File: src/pin_irq_pkg.sv
// Package with offsets, field positions, reset values and carrier types for the pin interrupt.
package pin_irq_pkg;

	// Register byte addresses on the AXI4-Lite bus, one aligned word each.
	localparam int          ADDR_W          = 8;
	localparam logic [7:0]  CSR_ADDR        = 8'h00;
	localparam logic [7:0]  EVT_STATUS_ADDR = 8'h04;
	localparam logic [7:0]  EVT_CLEAR_ADDR  = 8'h08;
	localparam logic [7:0]  EVT_ENABLE_ADDR = 8'h0c;
	localparam logic [7:0]  VECTOR_ADDR     = 8'h10;
	localparam int          WORD_LSB        = 2;

	// Field positions inside the pin interrupt status and control register.
	localparam int          DETECT_MODE_BIT = 0;
	localparam int          INT_ENABLE_BIT  = 1;
	localparam int          ACK_BIT         = 2;
	localparam int          FLAG_BIT        = 3;
	localparam int          PIN_ENABLE_BIT  = 4;
	localparam int          POLARITY_BIT    = 5;
	localparam int          PULL_DIS_BIT    = 6;
	localparam logic [7:0]  CSR_RESET       = 8'h00;

	// Sticky event bits shared by the status, clear and enable registers.
	localparam int          EVT_W           = 3;
	localparam int          EVT_FLAG_SET    = 0;
	localparam int          EVT_EDGE        = 1;
	localparam int          EVT_ACK_BLOCKED = 2;
	localparam logic [2:0]  EVT_RESET       = 3'h0;

	// Vector served by this request and its handler address pair.
	localparam int          VEC_NUM_W       = 5;
	localparam logic [4:0]  PIN_VECTOR_NUM  = 5'h02;
	localparam logic [4:0]  RESET_VECTOR    = 5'h00;
	localparam logic [15:0] PIN_VECTOR_HI   = 16'hfffa;
	localparam logic [15:0] PIN_VECTOR_LO   = 16'hfffb;
	localparam int          VEC_ADDR_SHIFT  = 8;

	// AXI response codes.
	localparam logic [1:0]  RESP_OKAY       = 2'h0;
	localparam logic [1:0]  RESP_SLVERR     = 2'h2;

	// Control fields that software writes.
	typedef struct packed {
		logic pull_device_disable;
		logic sense_polarity_select;
		logic pin_function_enable;
		logic pin_interrupt_enable;
		logic detect_mode_select;
	} pin_ctrl_t;

	// Qualified pin observations from the synchroniser.
	typedef struct packed {
		logic edge_hit;
		logic level_hit;
	} pin_detect_t;

	// Request presented toward the CPU vector logic.
	typedef struct packed {
		logic                 request;
		logic [VEC_NUM_W-1:0] number;
		logic [15:0]          handler_hi;
		logic [15:0]          handler_lo;
	} vector_req_t;

endpackage

File: src/pin_sync_detect.sv
// Pin synchroniser with polarity-selected edge and level detection.
`timescale 1ns/1ns
module pin_sync_detect
	import pin_irq_pkg::*;
(
	input  wire logic        aclk,
	input  wire logic        aresetn,
	input  wire logic        pin_async,
	input  wire logic        enable,
	input  wire logic        polarity,
	output pin_detect_t      detect
);

	typedef struct packed {
		logic meta;
		logic sync;
		logic prev;
	} sync_state_t;

	sync_state_t state_reg;
	sync_state_t state_next;

	// A pin at its asserted level for the chosen polarity.
	function automatic logic asserted(input logic level, input logic pol);
		asserted = pol ? level : ~level;
	endfunction

	// Two flops before any logic; the third keeps the last settled level.
	always_comb begin
		state_next      = state_reg;
		state_next.meta = pin_async;
		state_next.sync = state_reg.meta;
		state_next.prev = state_reg.sync;
	end

	always_ff @(posedge aclk) begin
		if (!aresetn) begin
			state_reg <= '0;
		end else begin
			state_reg <= state_next;
		end
	end

	// Edges compare settled samples only, so each pin edge shows for one cycle.
	always_comb begin
		detect.edge_hit  = enable & asserted(state_reg.sync, polarity)
			& ~asserted(state_reg.prev, polarity);
		detect.level_hit = enable & asserted(state_reg.sync, polarity);
	end

endmodule

File: src/pin_vector_request.sv
// Registered request toward the CPU vector logic with its vector number and handler address.
`timescale 1ns/1ns
module pin_vector_request
	import pin_irq_pkg::*;
(
	input  wire logic        aclk,
	input  wire logic        aresetn,
	input  wire logic        request_in,
	output vector_req_t      vector
);

	vector_req_t state_reg;
	vector_req_t state_next;

	// The vector fields are constant; only the request follows the flag.
	always_comb begin
		state_next            = state_reg;
		state_next.request    = request_in;
		state_next.number     = PIN_VECTOR_NUM;
		state_next.handler_hi = PIN_VECTOR_HI;
		state_next.handler_lo = PIN_VECTOR_LO;
	end

	always_ff @(posedge aclk) begin
		if (!aresetn) begin
			state_reg <= '0;
		end else begin
			state_reg <= state_next;
		end
	end

	assign vector = state_reg;

endmodule

File: src/pin_interrupt.sv
// External pin interrupt request block with its AXI4-Lite register slave.
`timescale 1ns/1ns
//
// What this block does
// The pin acts as interrupt request only while the pin-enable bit is set.
// Pull device is on when pin enabled and pull-disable is 0.
// Polarity bit 0 senses falling edges or low levels, 1 rising or high.
// With rising polarity on an enabled pin the pull becomes a pull-down.
// Mode bit 0 sets the flag on edges only, 1 on edges and levels.
// The read-only flag is set by a qualifying pin event, else reads 0.
// Writing 1 to acknowledge clears the flag; 0 does nothing; it reads 0.
// In level mode the flag stays set while the pin holds its asserted level.
// A CPU request is raised while the flag and the interrupt enable are both 1.
// The request uses vector 2 at handler pair 0xFFFA:FFFB; lower vectors win.
// The pin is synchronised before detection so each edge sets the flag once.
module pin_interrupt
	import pin_irq_pkg::*;
(
	input  wire logic              aclk,
	input  wire logic              aresetn,
	input  wire logic [ADDR_W-1:0] awaddr,
	input  wire logic [2:0]        awprot,
	input  wire logic              awvalid,
	output logic                   awready,
	input  wire logic [31:0]       wdata,
	input  wire logic [3:0]        wstrb,
	input  wire logic              wvalid,
	output logic                   wready,
	output logic [1:0]             bresp,
	output logic                   bvalid,
	input  wire logic              bready,
	input  wire logic [ADDR_W-1:0] araddr,
	input  wire logic [2:0]        arprot,
	input  wire logic              arvalid,
	output logic                   arready,
	output logic [31:0]            rdata,
	output logic [1:0]             rresp,
	output logic                   rvalid,
	input  wire logic              rready,
	input  wire logic              irq_pin,
	output logic                   pull_up_enable,
	output logic                   pull_down_enable,
	output logic                   event_irq,
	output vector_req_t            cpu_vector
);

	// State of the block outside the synchroniser and vector request, registered as one word.
	typedef struct packed {
		logic              awready;
		logic              wready;
		logic              arready;
		logic              aw_got;
		logic [ADDR_W-1:0] aw_addr;
		logic              w_got;
		logic [7:0]        w_data;
		logic              w_lane0;
		logic              bvalid;
		logic [1:0]        bresp;
		logic              rvalid;
		logic [31:0]       rdata;
		logic [1:0]        rresp;
		pin_ctrl_t         ctrl;
		logic              pin_request_flag;
		logic [EVT_W-1:0]  evt_status;
		logic [EVT_W-1:0]  evt_enable;
		logic              pull_up;
		logic              pull_down;
		logic              event_irq;
	} top_state_t;

	top_state_t  state_reg;
	top_state_t  state_next;
	pin_detect_t detect;

	// The protection bits carry nothing this block uses; every access is served alike.
	logic        prot_unused;
	assign prot_unused = ^{awprot, arprot};

	// Word address compare used by both the write and read decoders.
	// A byte address off the word boundary hits nothing, so it is refused, not aliased.
	function automatic logic hit(input logic [ADDR_W-1:0] addr,
		input logic [ADDR_W-1:0] offset);
		hit = (addr[ADDR_W-1:WORD_LSB] == offset[ADDR_W-1:WORD_LSB])
			&& (addr[WORD_LSB-1:0] == '0);
	endfunction

	// True when a byte address lands on any register of the map.
	function automatic logic mapped(input logic [ADDR_W-1:0] addr);
		mapped = hit(addr, CSR_ADDR) | hit(addr, EVT_STATUS_ADDR)
			| hit(addr, EVT_CLEAR_ADDR) | hit(addr, EVT_ENABLE_ADDR)
			| hit(addr, VECTOR_ADDR);
	endfunction

	// Status and control byte as software reads it; acknowledge and bit 7 read 0.
	function automatic logic [7:0] csr_image(input top_state_t s);
		logic [7:0] v;
		v                  = CSR_RESET;
		v[DETECT_MODE_BIT] = s.ctrl.detect_mode_select;
		v[INT_ENABLE_BIT]  = s.ctrl.pin_interrupt_enable;
		v[ACK_BIT]         = 1'b0;
		v[FLAG_BIT]        = s.pin_request_flag;
		v[PIN_ENABLE_BIT]  = s.ctrl.pin_function_enable;
		v[POLARITY_BIT]    = s.ctrl.sense_polarity_select;
		v[PULL_DIS_BIT]    = s.ctrl.pull_device_disable;
		csr_image          = v;
	endfunction

	// Pin detection is reported only while the pin function is on; the synchroniser samples always.
	pin_sync_detect u_detect (
		.aclk      (aclk),
		.aresetn   (aresetn),
		.pin_async (irq_pin),
		.enable    (state_reg.ctrl.pin_function_enable),
		.polarity  (state_reg.ctrl.sense_polarity_select),
		.detect    (detect)
	);

	// The CPU request follows the flag gated by the enable, one cycle later.
	pin_vector_request u_vector (
		.aclk       (aclk),
		.aresetn    (aresetn),
		.request_in (state_reg.pin_request_flag
			& state_reg.ctrl.pin_interrupt_enable),
		.vector     (cpu_vector)
	);

	// Bus handshakes, register writes, flag and event updates in one pass.
	always_comb begin
		logic             wr_fire;
		logic             wr_ok;
		logic             ack_write;
		logic             flag_set;
		logic [EVT_W-1:0] evt_hit;
		logic [EVT_W-1:0] evt_clear;
		logic             pull_on;

		state_next = state_reg;
		wr_fire    = state_reg.aw_got & state_reg.w_got & ~state_reg.bvalid;
		wr_ok      = 1'b0;
		ack_write  = 1'b0;
		evt_clear  = '0;

		// Address and data are taken in either order and held until both are here.
		if (awvalid && state_reg.awready) begin
			state_next.aw_got  = 1'b1;
			state_next.aw_addr = awaddr;
		end
		if (wvalid && state_reg.wready) begin
			state_next.w_got   = 1'b1;
			state_next.w_data  = wdata[7:0];
			state_next.w_lane0 = wstrb[0];
		end

		// A taken response frees the write path.
		if (state_reg.bvalid && bready) begin
			state_next.bvalid = 1'b0;
		end

		// Perform the write once both halves are held; only byte lane 0 is live.
		if (wr_fire) begin
			state_next.aw_got = 1'b0;
			state_next.w_got  = 1'b0;
			state_next.bvalid = 1'b1;
			wr_ok             = mapped(state_reg.aw_addr);
			state_next.bresp  = wr_ok ? RESP_OKAY : RESP_SLVERR;
			if (wr_ok && state_reg.w_lane0) begin
				if (hit(state_reg.aw_addr, CSR_ADDR)) begin
					state_next.ctrl.detect_mode_select    =
						state_reg.w_data[DETECT_MODE_BIT];
					state_next.ctrl.pin_interrupt_enable  =
						state_reg.w_data[INT_ENABLE_BIT];
					state_next.ctrl.pin_function_enable   =
						state_reg.w_data[PIN_ENABLE_BIT];
					state_next.ctrl.sense_polarity_select =
						state_reg.w_data[POLARITY_BIT];
					state_next.ctrl.pull_device_disable   =
						state_reg.w_data[PULL_DIS_BIT];
					ack_write = state_reg.w_data[ACK_BIT];
				end
				if (hit(state_reg.aw_addr, EVT_CLEAR_ADDR)) begin
					evt_clear = state_reg.w_data[EVT_W-1:0];
				end
				if (hit(state_reg.aw_addr, EVT_ENABLE_ADDR)) begin
					state_next.evt_enable = state_reg.w_data[EVT_W-1:0];
				end
			end
		end

		// A read is answered in the cycle after its address is taken.
		if (state_reg.rvalid && rready) begin
			state_next.rvalid = 1'b0;
		end
		if (arvalid && state_reg.arready) begin
			state_next.rvalid = 1'b1;
			state_next.rdata  = '0;
			state_next.rresp  = mapped(araddr) ? RESP_OKAY : RESP_SLVERR;
			if (hit(araddr, CSR_ADDR)) begin
				state_next.rdata[7:0] = csr_image(state_reg);
			end else if (hit(araddr, EVT_STATUS_ADDR)) begin
				state_next.rdata[EVT_W-1:0] = state_reg.evt_status;
			end else if (hit(araddr, EVT_ENABLE_ADDR)) begin
				state_next.rdata[EVT_W-1:0] = state_reg.evt_enable;
			end else if (hit(araddr, VECTOR_ADDR)) begin
				state_next.rdata[VEC_NUM_W-1:0] = PIN_VECTOR_NUM;
				state_next.rdata[VEC_ADDR_SHIFT +: 16] = PIN_VECTOR_HI;
			end
		end

		// Ready flops are derived from the next state so they never overlap a held item.
		state_next.awready = ~state_next.aw_got & ~state_next.bvalid;
		state_next.wready  = ~state_next.w_got & ~state_next.bvalid;
		state_next.arready = ~state_next.rvalid;

		// Edges always qualify; a held level qualifies only in edge-and-level mode.
		flag_set = detect.edge_hit
			| (state_reg.ctrl.detect_mode_select & detect.level_hit);

		// Acknowledge clears first so a same-cycle event or held level wins.
		if (ack_write) begin
			state_next.pin_request_flag = 1'b0;
		end
		if (flag_set) begin
			state_next.pin_request_flag = 1'b1;
		end

		// Sticky events: set wins over a clear written in the same cycle.
		evt_hit                  = '0;
		evt_hit[EVT_FLAG_SET]    = flag_set & ~state_reg.pin_request_flag;
		evt_hit[EVT_EDGE]        = detect.edge_hit;
		evt_hit[EVT_ACK_BLOCKED] = ack_write & flag_set;
		state_next.evt_status    = (state_reg.evt_status & ~evt_clear) | evt_hit;
		state_next.event_irq     = |(state_next.evt_status & state_next.evt_enable);

		// Pull device follows the next control so the pin sees it with the write.
		pull_on = state_next.ctrl.pin_function_enable
			& ~state_next.ctrl.pull_device_disable;
		state_next.pull_up   = pull_on & ~state_next.ctrl.sense_polarity_select;
		state_next.pull_down = pull_on & state_next.ctrl.sense_polarity_select;
	end

	// Reset leaves the pin function off, so no pull is applied until software asks.
	always_ff @(posedge aclk) begin
		if (!aresetn) begin
			state_reg            <= '0;
			state_reg.awready    <= 1'b1;
			state_reg.wready     <= 1'b1;
			state_reg.arready    <= 1'b1;
			state_reg.evt_status <= EVT_RESET;
			state_reg.evt_enable <= EVT_RESET;
		end else begin
			state_reg <= state_next;
		end
	end

	// Every top output but cpu_vector is a field of the registered state.
	assign awready          = state_reg.awready;
	assign wready           = state_reg.wready;
	assign bvalid           = state_reg.bvalid;
	assign bresp            = state_reg.bresp;
	assign arready          = state_reg.arready;
	assign rvalid           = state_reg.rvalid;
	assign rdata            = state_reg.rdata;
	assign rresp            = state_reg.rresp;
	assign pull_up_enable   = state_reg.pull_up;
	assign pull_down_enable = state_reg.pull_down;
	assign event_irq        = state_reg.event_irq;

endmodule

File: config.mk
export PLATFORM = sky130hd
export DESIGN_NAME = pin_interrupt
export DESIGN_NICKNAME = d
export VERILOG_FILES = /design/src/pin_irq_pkg.sv /design/src/pin_sync_detect.sv /design/src/pin_vector_request.sv /design/src/pin_interrupt.sv
export SDC_FILE = /design/constraint.sdc
export NUM_CORES = 1
export LEC_CHECK = 0
export BUFFER_PORTS_ARGS = -buffer_cell sky130_fd_sc_hd__buf_2
export CAP_MARGIN = 20
export CORE_AREA = 3 3 84 86
export DETAILED_ROUTE_END_ITERATION = 7
export DIE_AREA = 0 0 87 89
export GPL_ROUTABILITY_DRIVEN = 0
export PLACE_DENSITY = 0.73
export SYNTH_ARGS = -nofsm -noshare
export SYNTH_HDL_FRONTEND = slang
export SYNTH_SLANG_ARGS = --single-unit
File: constraint.sdc
create_clock -name aclk -period 2.1 [get_ports aclk]
set_clock_uncertainty 0.15 [all_clocks]
set_input_delay 0.105 -clock aclk [delete_from_list [all_inputs] [get_ports aclk]]
set_output_delay 0.105 -clock aclk [all_outputs]
set_load 0.1 [all_outputs]
After elaboration in Yosys (flattened, before gate mapping)
Cells that the tools add are included.
{"block": "classes", "bitwise": 37, "n_reduce_logical": 23, "n_mux": 37, "n_eq_ne": 8}
{"cell": "$mux W16", "n": 4}
{"cell": "$mux W35", "n": 1}
{"cell": "$mux W34", "n": 1}
{"cell": "$mux W3", "n": 9}
{"cell": "$eq A6 B2 Y1 const B", "n": 4}
{"cell": "$mux W5", "n": 4}
{"cell": "$logic_and A1 B1 Y1", "n": 16}
{"cell": "$and A1 B1 Y1", "n": 13}
{"cell": "$eq A6 B1 Y1 const B", "n": 2}
{"cell": "$eq A6 B3 Y1 const B", "n": 2}
{"cell": "$logic_not A6 Y1", "n": 2}
{"cell": "$mux W1", "n": 11}
{"cell": "$not A1 Y1", "n": 11}
{"cell": "$mux W10", "n": 1}
{"cell": "$mux W2", "n": 5}
{"cell": "$mux W9", "n": 1}
{"cell": "$or A1 B1 Y1", "n": 9}
{"cell": "$and A3 B3 Y3", "n": 2}
{"cell": "$logic_not A2 Y1", "n": 2}
{"cell": "$not A3 Y3", "n": 1}
{"cell": "$or A3 B3 Y3", "n": 1}
{"cell": "$reduce_and A3 Y1", "n": 1}
{"cell": "$reduce_or A3 Y1", "n": 1}
{"cell": "$reduce_bool A2 Y1", "n": 1}
{"block": "word_totals", "reg_bits": 105, "output_inout_bits": 82, "elab_cells": 136}

Depth between registers and ports, before layout
{"block": "depth", "word_depth": 14, "depth_mapped": 6, "mapped_depth_nobuf": 5}

Cells and area by module
Synthesis repeated with hierarchy kept, for this count alone.
{"block": "unflattened", "hier_cells": 305, "area_unflattened_um2": 2652.5}
{"mod": "pin_interrupt", "area_per_inst_um2": 2217.1, "instances": 1, "seq_area_each_um2": 940.9, "cells_per_inst": 254}
{"mod": "pin_vector_request", "area_per_inst_um2": 320.3, "instances": 1, "seq_area_each_um2": 40.0, "cells_per_inst": 40}
{"mod": "pin_sync_detect", "area_per_inst_um2": 115.1, "instances": 1, "seq_area_each_um2": 60.1, "cells_per_inst": 11}

Least setup slack after synthesis
Ideal clock, no wire load.
{"block": "synth_timing", "kind": "flip-flop to flip-flop", "start": "register state_reg, in the netlist bvalid", "end": "register state_reg, in the netlist event_irq", "t_required_ns": 1.820, "stages_incl_launch_ff": 6, "synth_period_minus_slack_ns": 2.303, "arrival_ns": 2.023, "slack_ns": -0.203, "path_buffers": 0, "path_cell_list": "dfxtp_1 -> nand3b_1 -> or4_4 -> mux2_4 -> nand2_2 -> o221ai_2"}
{"block": "synth_via", "elab_chain_cells": 8, "elab_cells_between_ends": 11}
{"element": "start, declared", "line_no": "pin_interrupt.sv:71", "text": "top_state_t state_reg;"}
{"element": "start signal, assigned", "line_no": "pin_interrupt.sv:251", "text": "state_reg <= state_next;"}
{"element": "$not A1 Y1 (*)", "line_no": "pin_interrupt.sv:138", "text": "wr_fire = state_reg.aw_got & state_reg.w_got & ~state_reg.bvalid;"}
{"element": "$and A1 B1 Y1 (*)", "line_no": "pin_interrupt.sv:138"}
{"element": "$mux W3", "line_no": "pin_interrupt.sv:160", "text": "if (wr_fire) begin"}
{"element": "$not A3 Y3", "line_no": "pin_interrupt.sv:231", "text": "state_next.evt_status = (state_reg.evt_status & ~evt_clear) | evt_hit;"}
{"element": "$and A3 B3 Y3", "line_no": "pin_interrupt.sv:231"}
{"element": "$or A3 B3 Y3", "line_no": "pin_interrupt.sv:231"}
{"element": "$and A3 B3 Y3 (*)", "line_no": "pin_interrupt.sv:232", "text": "state_next.event_irq = |(state_next.evt_status & state_next.evt_enable);"}
{"element": "$reduce_or A3 Y1 (*)", "line_no": "pin_interrupt.sv:232"}
Mark *: on every way between the ends. The rest lies on a longest branch, timed or not.
A chain may end at the register's enable or synchronous reset.

Final worst setup path
{"block": "layout_timing", "start": "register state_reg[67] (netlist name)", "end": "register state_reg, in the netlist event_irq"}
{"block": "layout_via", "elab_chain_cells": 14, "elab_cells_between_ends": 30}
{"element": "$eq A6 B1 Y1 / $logic_not A6 Y1 (equally long branches)", "line_no": "pin_interrupt.sv:83", "text": "hit = (addr[ADDR_W-1:WORD_LSB] == offset[ADDR_W-1:WORD_LSB])"}
{"element": "$logic_and A1 B1 Y1", "line_no": "pin_interrupt.sv:84", "text": "&& (addr[WORD_LSB-1:0] == '0);"}
{"element": "$or A1 B1 Y1", "line_no": "pin_interrupt.sv:89", "text": "mapped = hit(addr, CSR_ADDR) | hit(addr, EVT_STATUS_ADDR)"}
{"element": "$or A1 B1 Y1 (2 in series)", "line_no": "pin_interrupt.sv:90", "text": "| hit(addr, EVT_CLEAR_ADDR) | hit(addr, EVT_ENABLE_ADDR)"}
{"element": "$or A1 B1 Y1", "line_no": "pin_interrupt.sv:91", "text": "| hit(addr, VECTOR_ADDR);"}
{"element": "$logic_and A1 B1 Y1", "line_no": "pin_interrupt.sv:166", "text": "if (wr_ok && state_reg.w_lane0) begin"}
{"element": "$mux W3", "line_no": "pin_interrupt.sv:166"}
{"element": "$mux W3", "line_no": "pin_interrupt.sv:160"}
{"element": "$not A3 Y3", "line_no": "pin_interrupt.sv:231"}
{"element": "$and A3 B3 Y3", "line_no": "pin_interrupt.sv:231"}
{"element": "$or A3 B3 Y3", "line_no": "pin_interrupt.sv:231"}
{"element": "$and A3 B3 Y3 (*)", "line_no": "pin_interrupt.sv:232"}
{"element": "$reduce_or A3 Y1 (*)", "line_no": "pin_interrupt.sv:232"}
Marked as above.

==> summary.txt <==
Status
  – Outcome: completed

Clock tree
  – TritonCTS clock tree: done
  – Clock slew at reported path FFs: 0.10 ns
  – CTS Buffer Depth: 2
  – CTS H-Tree Depth: 2
  – Worst skew pair latency: 0.30 ns
  – Setup bufs post-CTS: 0
  – Clock sink count: 52
  – Total CTS buffers: 5
  – CTS root buf: clkbuf_8

Worst hold path
  – HP Class: input pin to flop
  – Hold Crit Depth: 5

Detailed routing
  – Vias per cell: 4.60
  – DRT Pass-1 Iters: 4
  – Final wirelength: 5310 um
  – DR iter-0 viols: 96
  – DRT antenna net count: 0
  – Vias: 2076
  – DR WL/cell: 11.8 um
  – Drt drc: 0

Logic synthesis
  – Synth Area in XOR/XNOR: 0.343%
  – Largest cells by area after synthesis: dfxtp_1, buf_4, nand2_1, a21oi_1, mux2i_1
  – Yosys warns: 0
  – Distinct cell type count after synthesis: 42
  – Simple-Gate Fraction of Synth Area: 20.8%
  – Largest family of logic cells by synthesized area: buffers and inverters
  – Post-synthesis compound-gate area fraction: 9.56%
  – Mux cell area share after synthesis: 4.56%
  – Register area share after synthesis: 40.8%
  – Synthesized flop and latch total: 52
  – Post-synth top area share: 40.8%
  – Area leader, netlist: dfxtp_1
  – Syn Std Cell Area: 0.00255 mm2
  – Average size of a mapped cell: 8.34 um2
  – Synth Instances: 306
  – Synth Area in Adders: 0%

Place
  – Inst Count DP: 423
  – Hpwl dp: 3990 um
  – Port-buffer cells: 92
  – Placed cell areas: 0.00268 mm2
  – Pre-CTS WS: 0.0137 ns

Final layout
  – ANT cells: 0
  – Fraction of layout cells with a size suffix above 1: 33.4%
  – # nets final: 439
  – Final Core Density: 47.5%
  – Commonest non-fill, non-tap cells in the layout: buf_2, nand2_1, dfxtp_1
  – Number of flip-flops in the largest register: 29
  – Commonest non-fill, non-tap cell in the layout: buf_2
  – Layout Cells excl Fill: 451
  – Fillcell total: 612
  – Final Cell Area: 0.00302 mm2
  – Area Growth Syn to Fin: 18.1%

Worst setup path
  – Critical path class: flop to flop
  – Critical Path Sink Type: flop
  – Setup crit start kind: flop
  – Crit path required time: 2.13 ns
  – Worst R2R Path Depth: 5
  – Critical Path AT: 2.12 ns
  – Worst Path Max Fanout: 3
  – FF-to-FF setup slack: 0.01 ns

Die
  – Die height: 89 um
  – Row count: 29
  – Die ar.: 0.00774 mm2
  – Die X: 87 um
  – I/O pin total: 148
  – Core area: 0.00635 mm2
  – Starting Density: 40.2%

Flow run
  – Total of max-cap violations: 0

GRT
  – Vias in the first global route: 1856
  – Total gr overflow: 0
  – GR Util All Layers: 13.8%
  – First-pass GRT wire length: 8540 um
  – Initial antenna violation count: 0
  – Largest net degree at the start of global routing: 31

STA
  – RSZ-0062 raised after global routing: true
  – Min cycle time layout: 2.09 ns
  – Final number of max-transition violations: 0
  – Fmax achieved: 478 MHz
  – Final setup viols: 0
  – Tcrit/Tclk final: 99.5%
  – TNS Setup: 0 ns
  – Worst setup margin: 0.00989 ns
  – WHS: 0.0544 ns
  – Least-Margin Pin Slew: 0.859 ns
  – Hold Fails Final Rpt: 0
  – Slew margin rel.: 42.6%

Pwr
  – Pwr per Cell Area: 819 mW/mm2
  – Leakage: 1.43 nW
  – Max rail drop VDD: 476 uV
  – Total Power: 2.47 mW
-- power breakdown --
part / internal, mW / switching, mW
sequential: 1.03 / 0.0316
clock: 0.361 / 0.335
combinational: 0.124 / 0.588
total: 1.51 / 0.955
-- layout make-up --
| class | instances | area (um2) | area share (%) |
|---|---|---|---|
| flip-flops and latches | 52 | 1050 | 34.7 |
| clock inverters | 3 | 46.3 | 1.54 |
| repair buffers | 122 | 736 | 24.4 |
| inverters | 8 | 30.0 | 0.996 |
| well taps | 77 | 96.3 | 3.20 |
| clock buffers | 5 | 68.8 | 2.28 |
| multi-input cells | 184 | 992 | 32.9 |
-- synth_stat cells, drive strengths merged --
master,count
a21oi,24
clkbuf,7
a22o,1
nor4b,1
or4,2
o311a,1
o21ai,4
mux2i,9
xor2,1
nand3,2
a2bb2oi,1
conb,1
nand2,53
dfxtp,52
nand4,1
and2,8
or3,3
nand2b,2
buf,74
a311oi,1
a211oi,1
nor3b,1
nor4,3
and3,1
o221a,1
o221ai,1
mux2,2
and3b,2
inv,8
nor2b,2
or4b,1
nand3b,1
o21a,1
a31oi,3
o211ai,1
and4b,1
or2,1
nor3,3
nor2,24
-- logic make-up (layout without fill, tap and decap cells) --
group,after synthesis,count (layout)
mux,11,11
xor+xnor,1,1
other cells,1,20
buf+inv,89,138
simple gates,112,112
compound gates,40,40
flops,52,52
-- path summary, 6_finish.rpt --
kind                                          start                                end
setup / recovery         state_reg[67]$_SDFFE_PN0P_               event_irq$_SDFF_PN0_
hold / removal                            araddr[4]             rdata[22]$_SDFFE_PN0P_
setup reg to reg         state_reg[67]$_SDFFE_PN0P_               event_irq$_SDFF_PN0_
hold reg to reg   u_detect.state_next[1]$_SDFF_PN0_  u_detect.state_next[0]$_SDFF_PN0_
-- critical path, cell delays in order (launching register included) --
cell	delay [ns]
dfxtp_2	0.34
or4b_1	0.51
or4_4	0.47
mux2_4	0.32
nand2_2	0.08
o221ai_2	0.10
-- layer usage --
layer  vias to the layer above  track usage (%)  share of wire (%)
met4                         0             2.83               0.15
met2                        88             25.6                 49
met5                         -                0                  0
met3                         2             2.95                8.2
met1                       936             16.3                 42
li1                       1050                -                  -
-- repair_timing --
action | in CTS | in global routing
setup endpoints to repair | 1 | 6
gates resized for setup | 1 | 4
endpoints found under the hold margin | 21 | 0
hold buffers | 20 | 0
(Power assumes the default switching activity.)
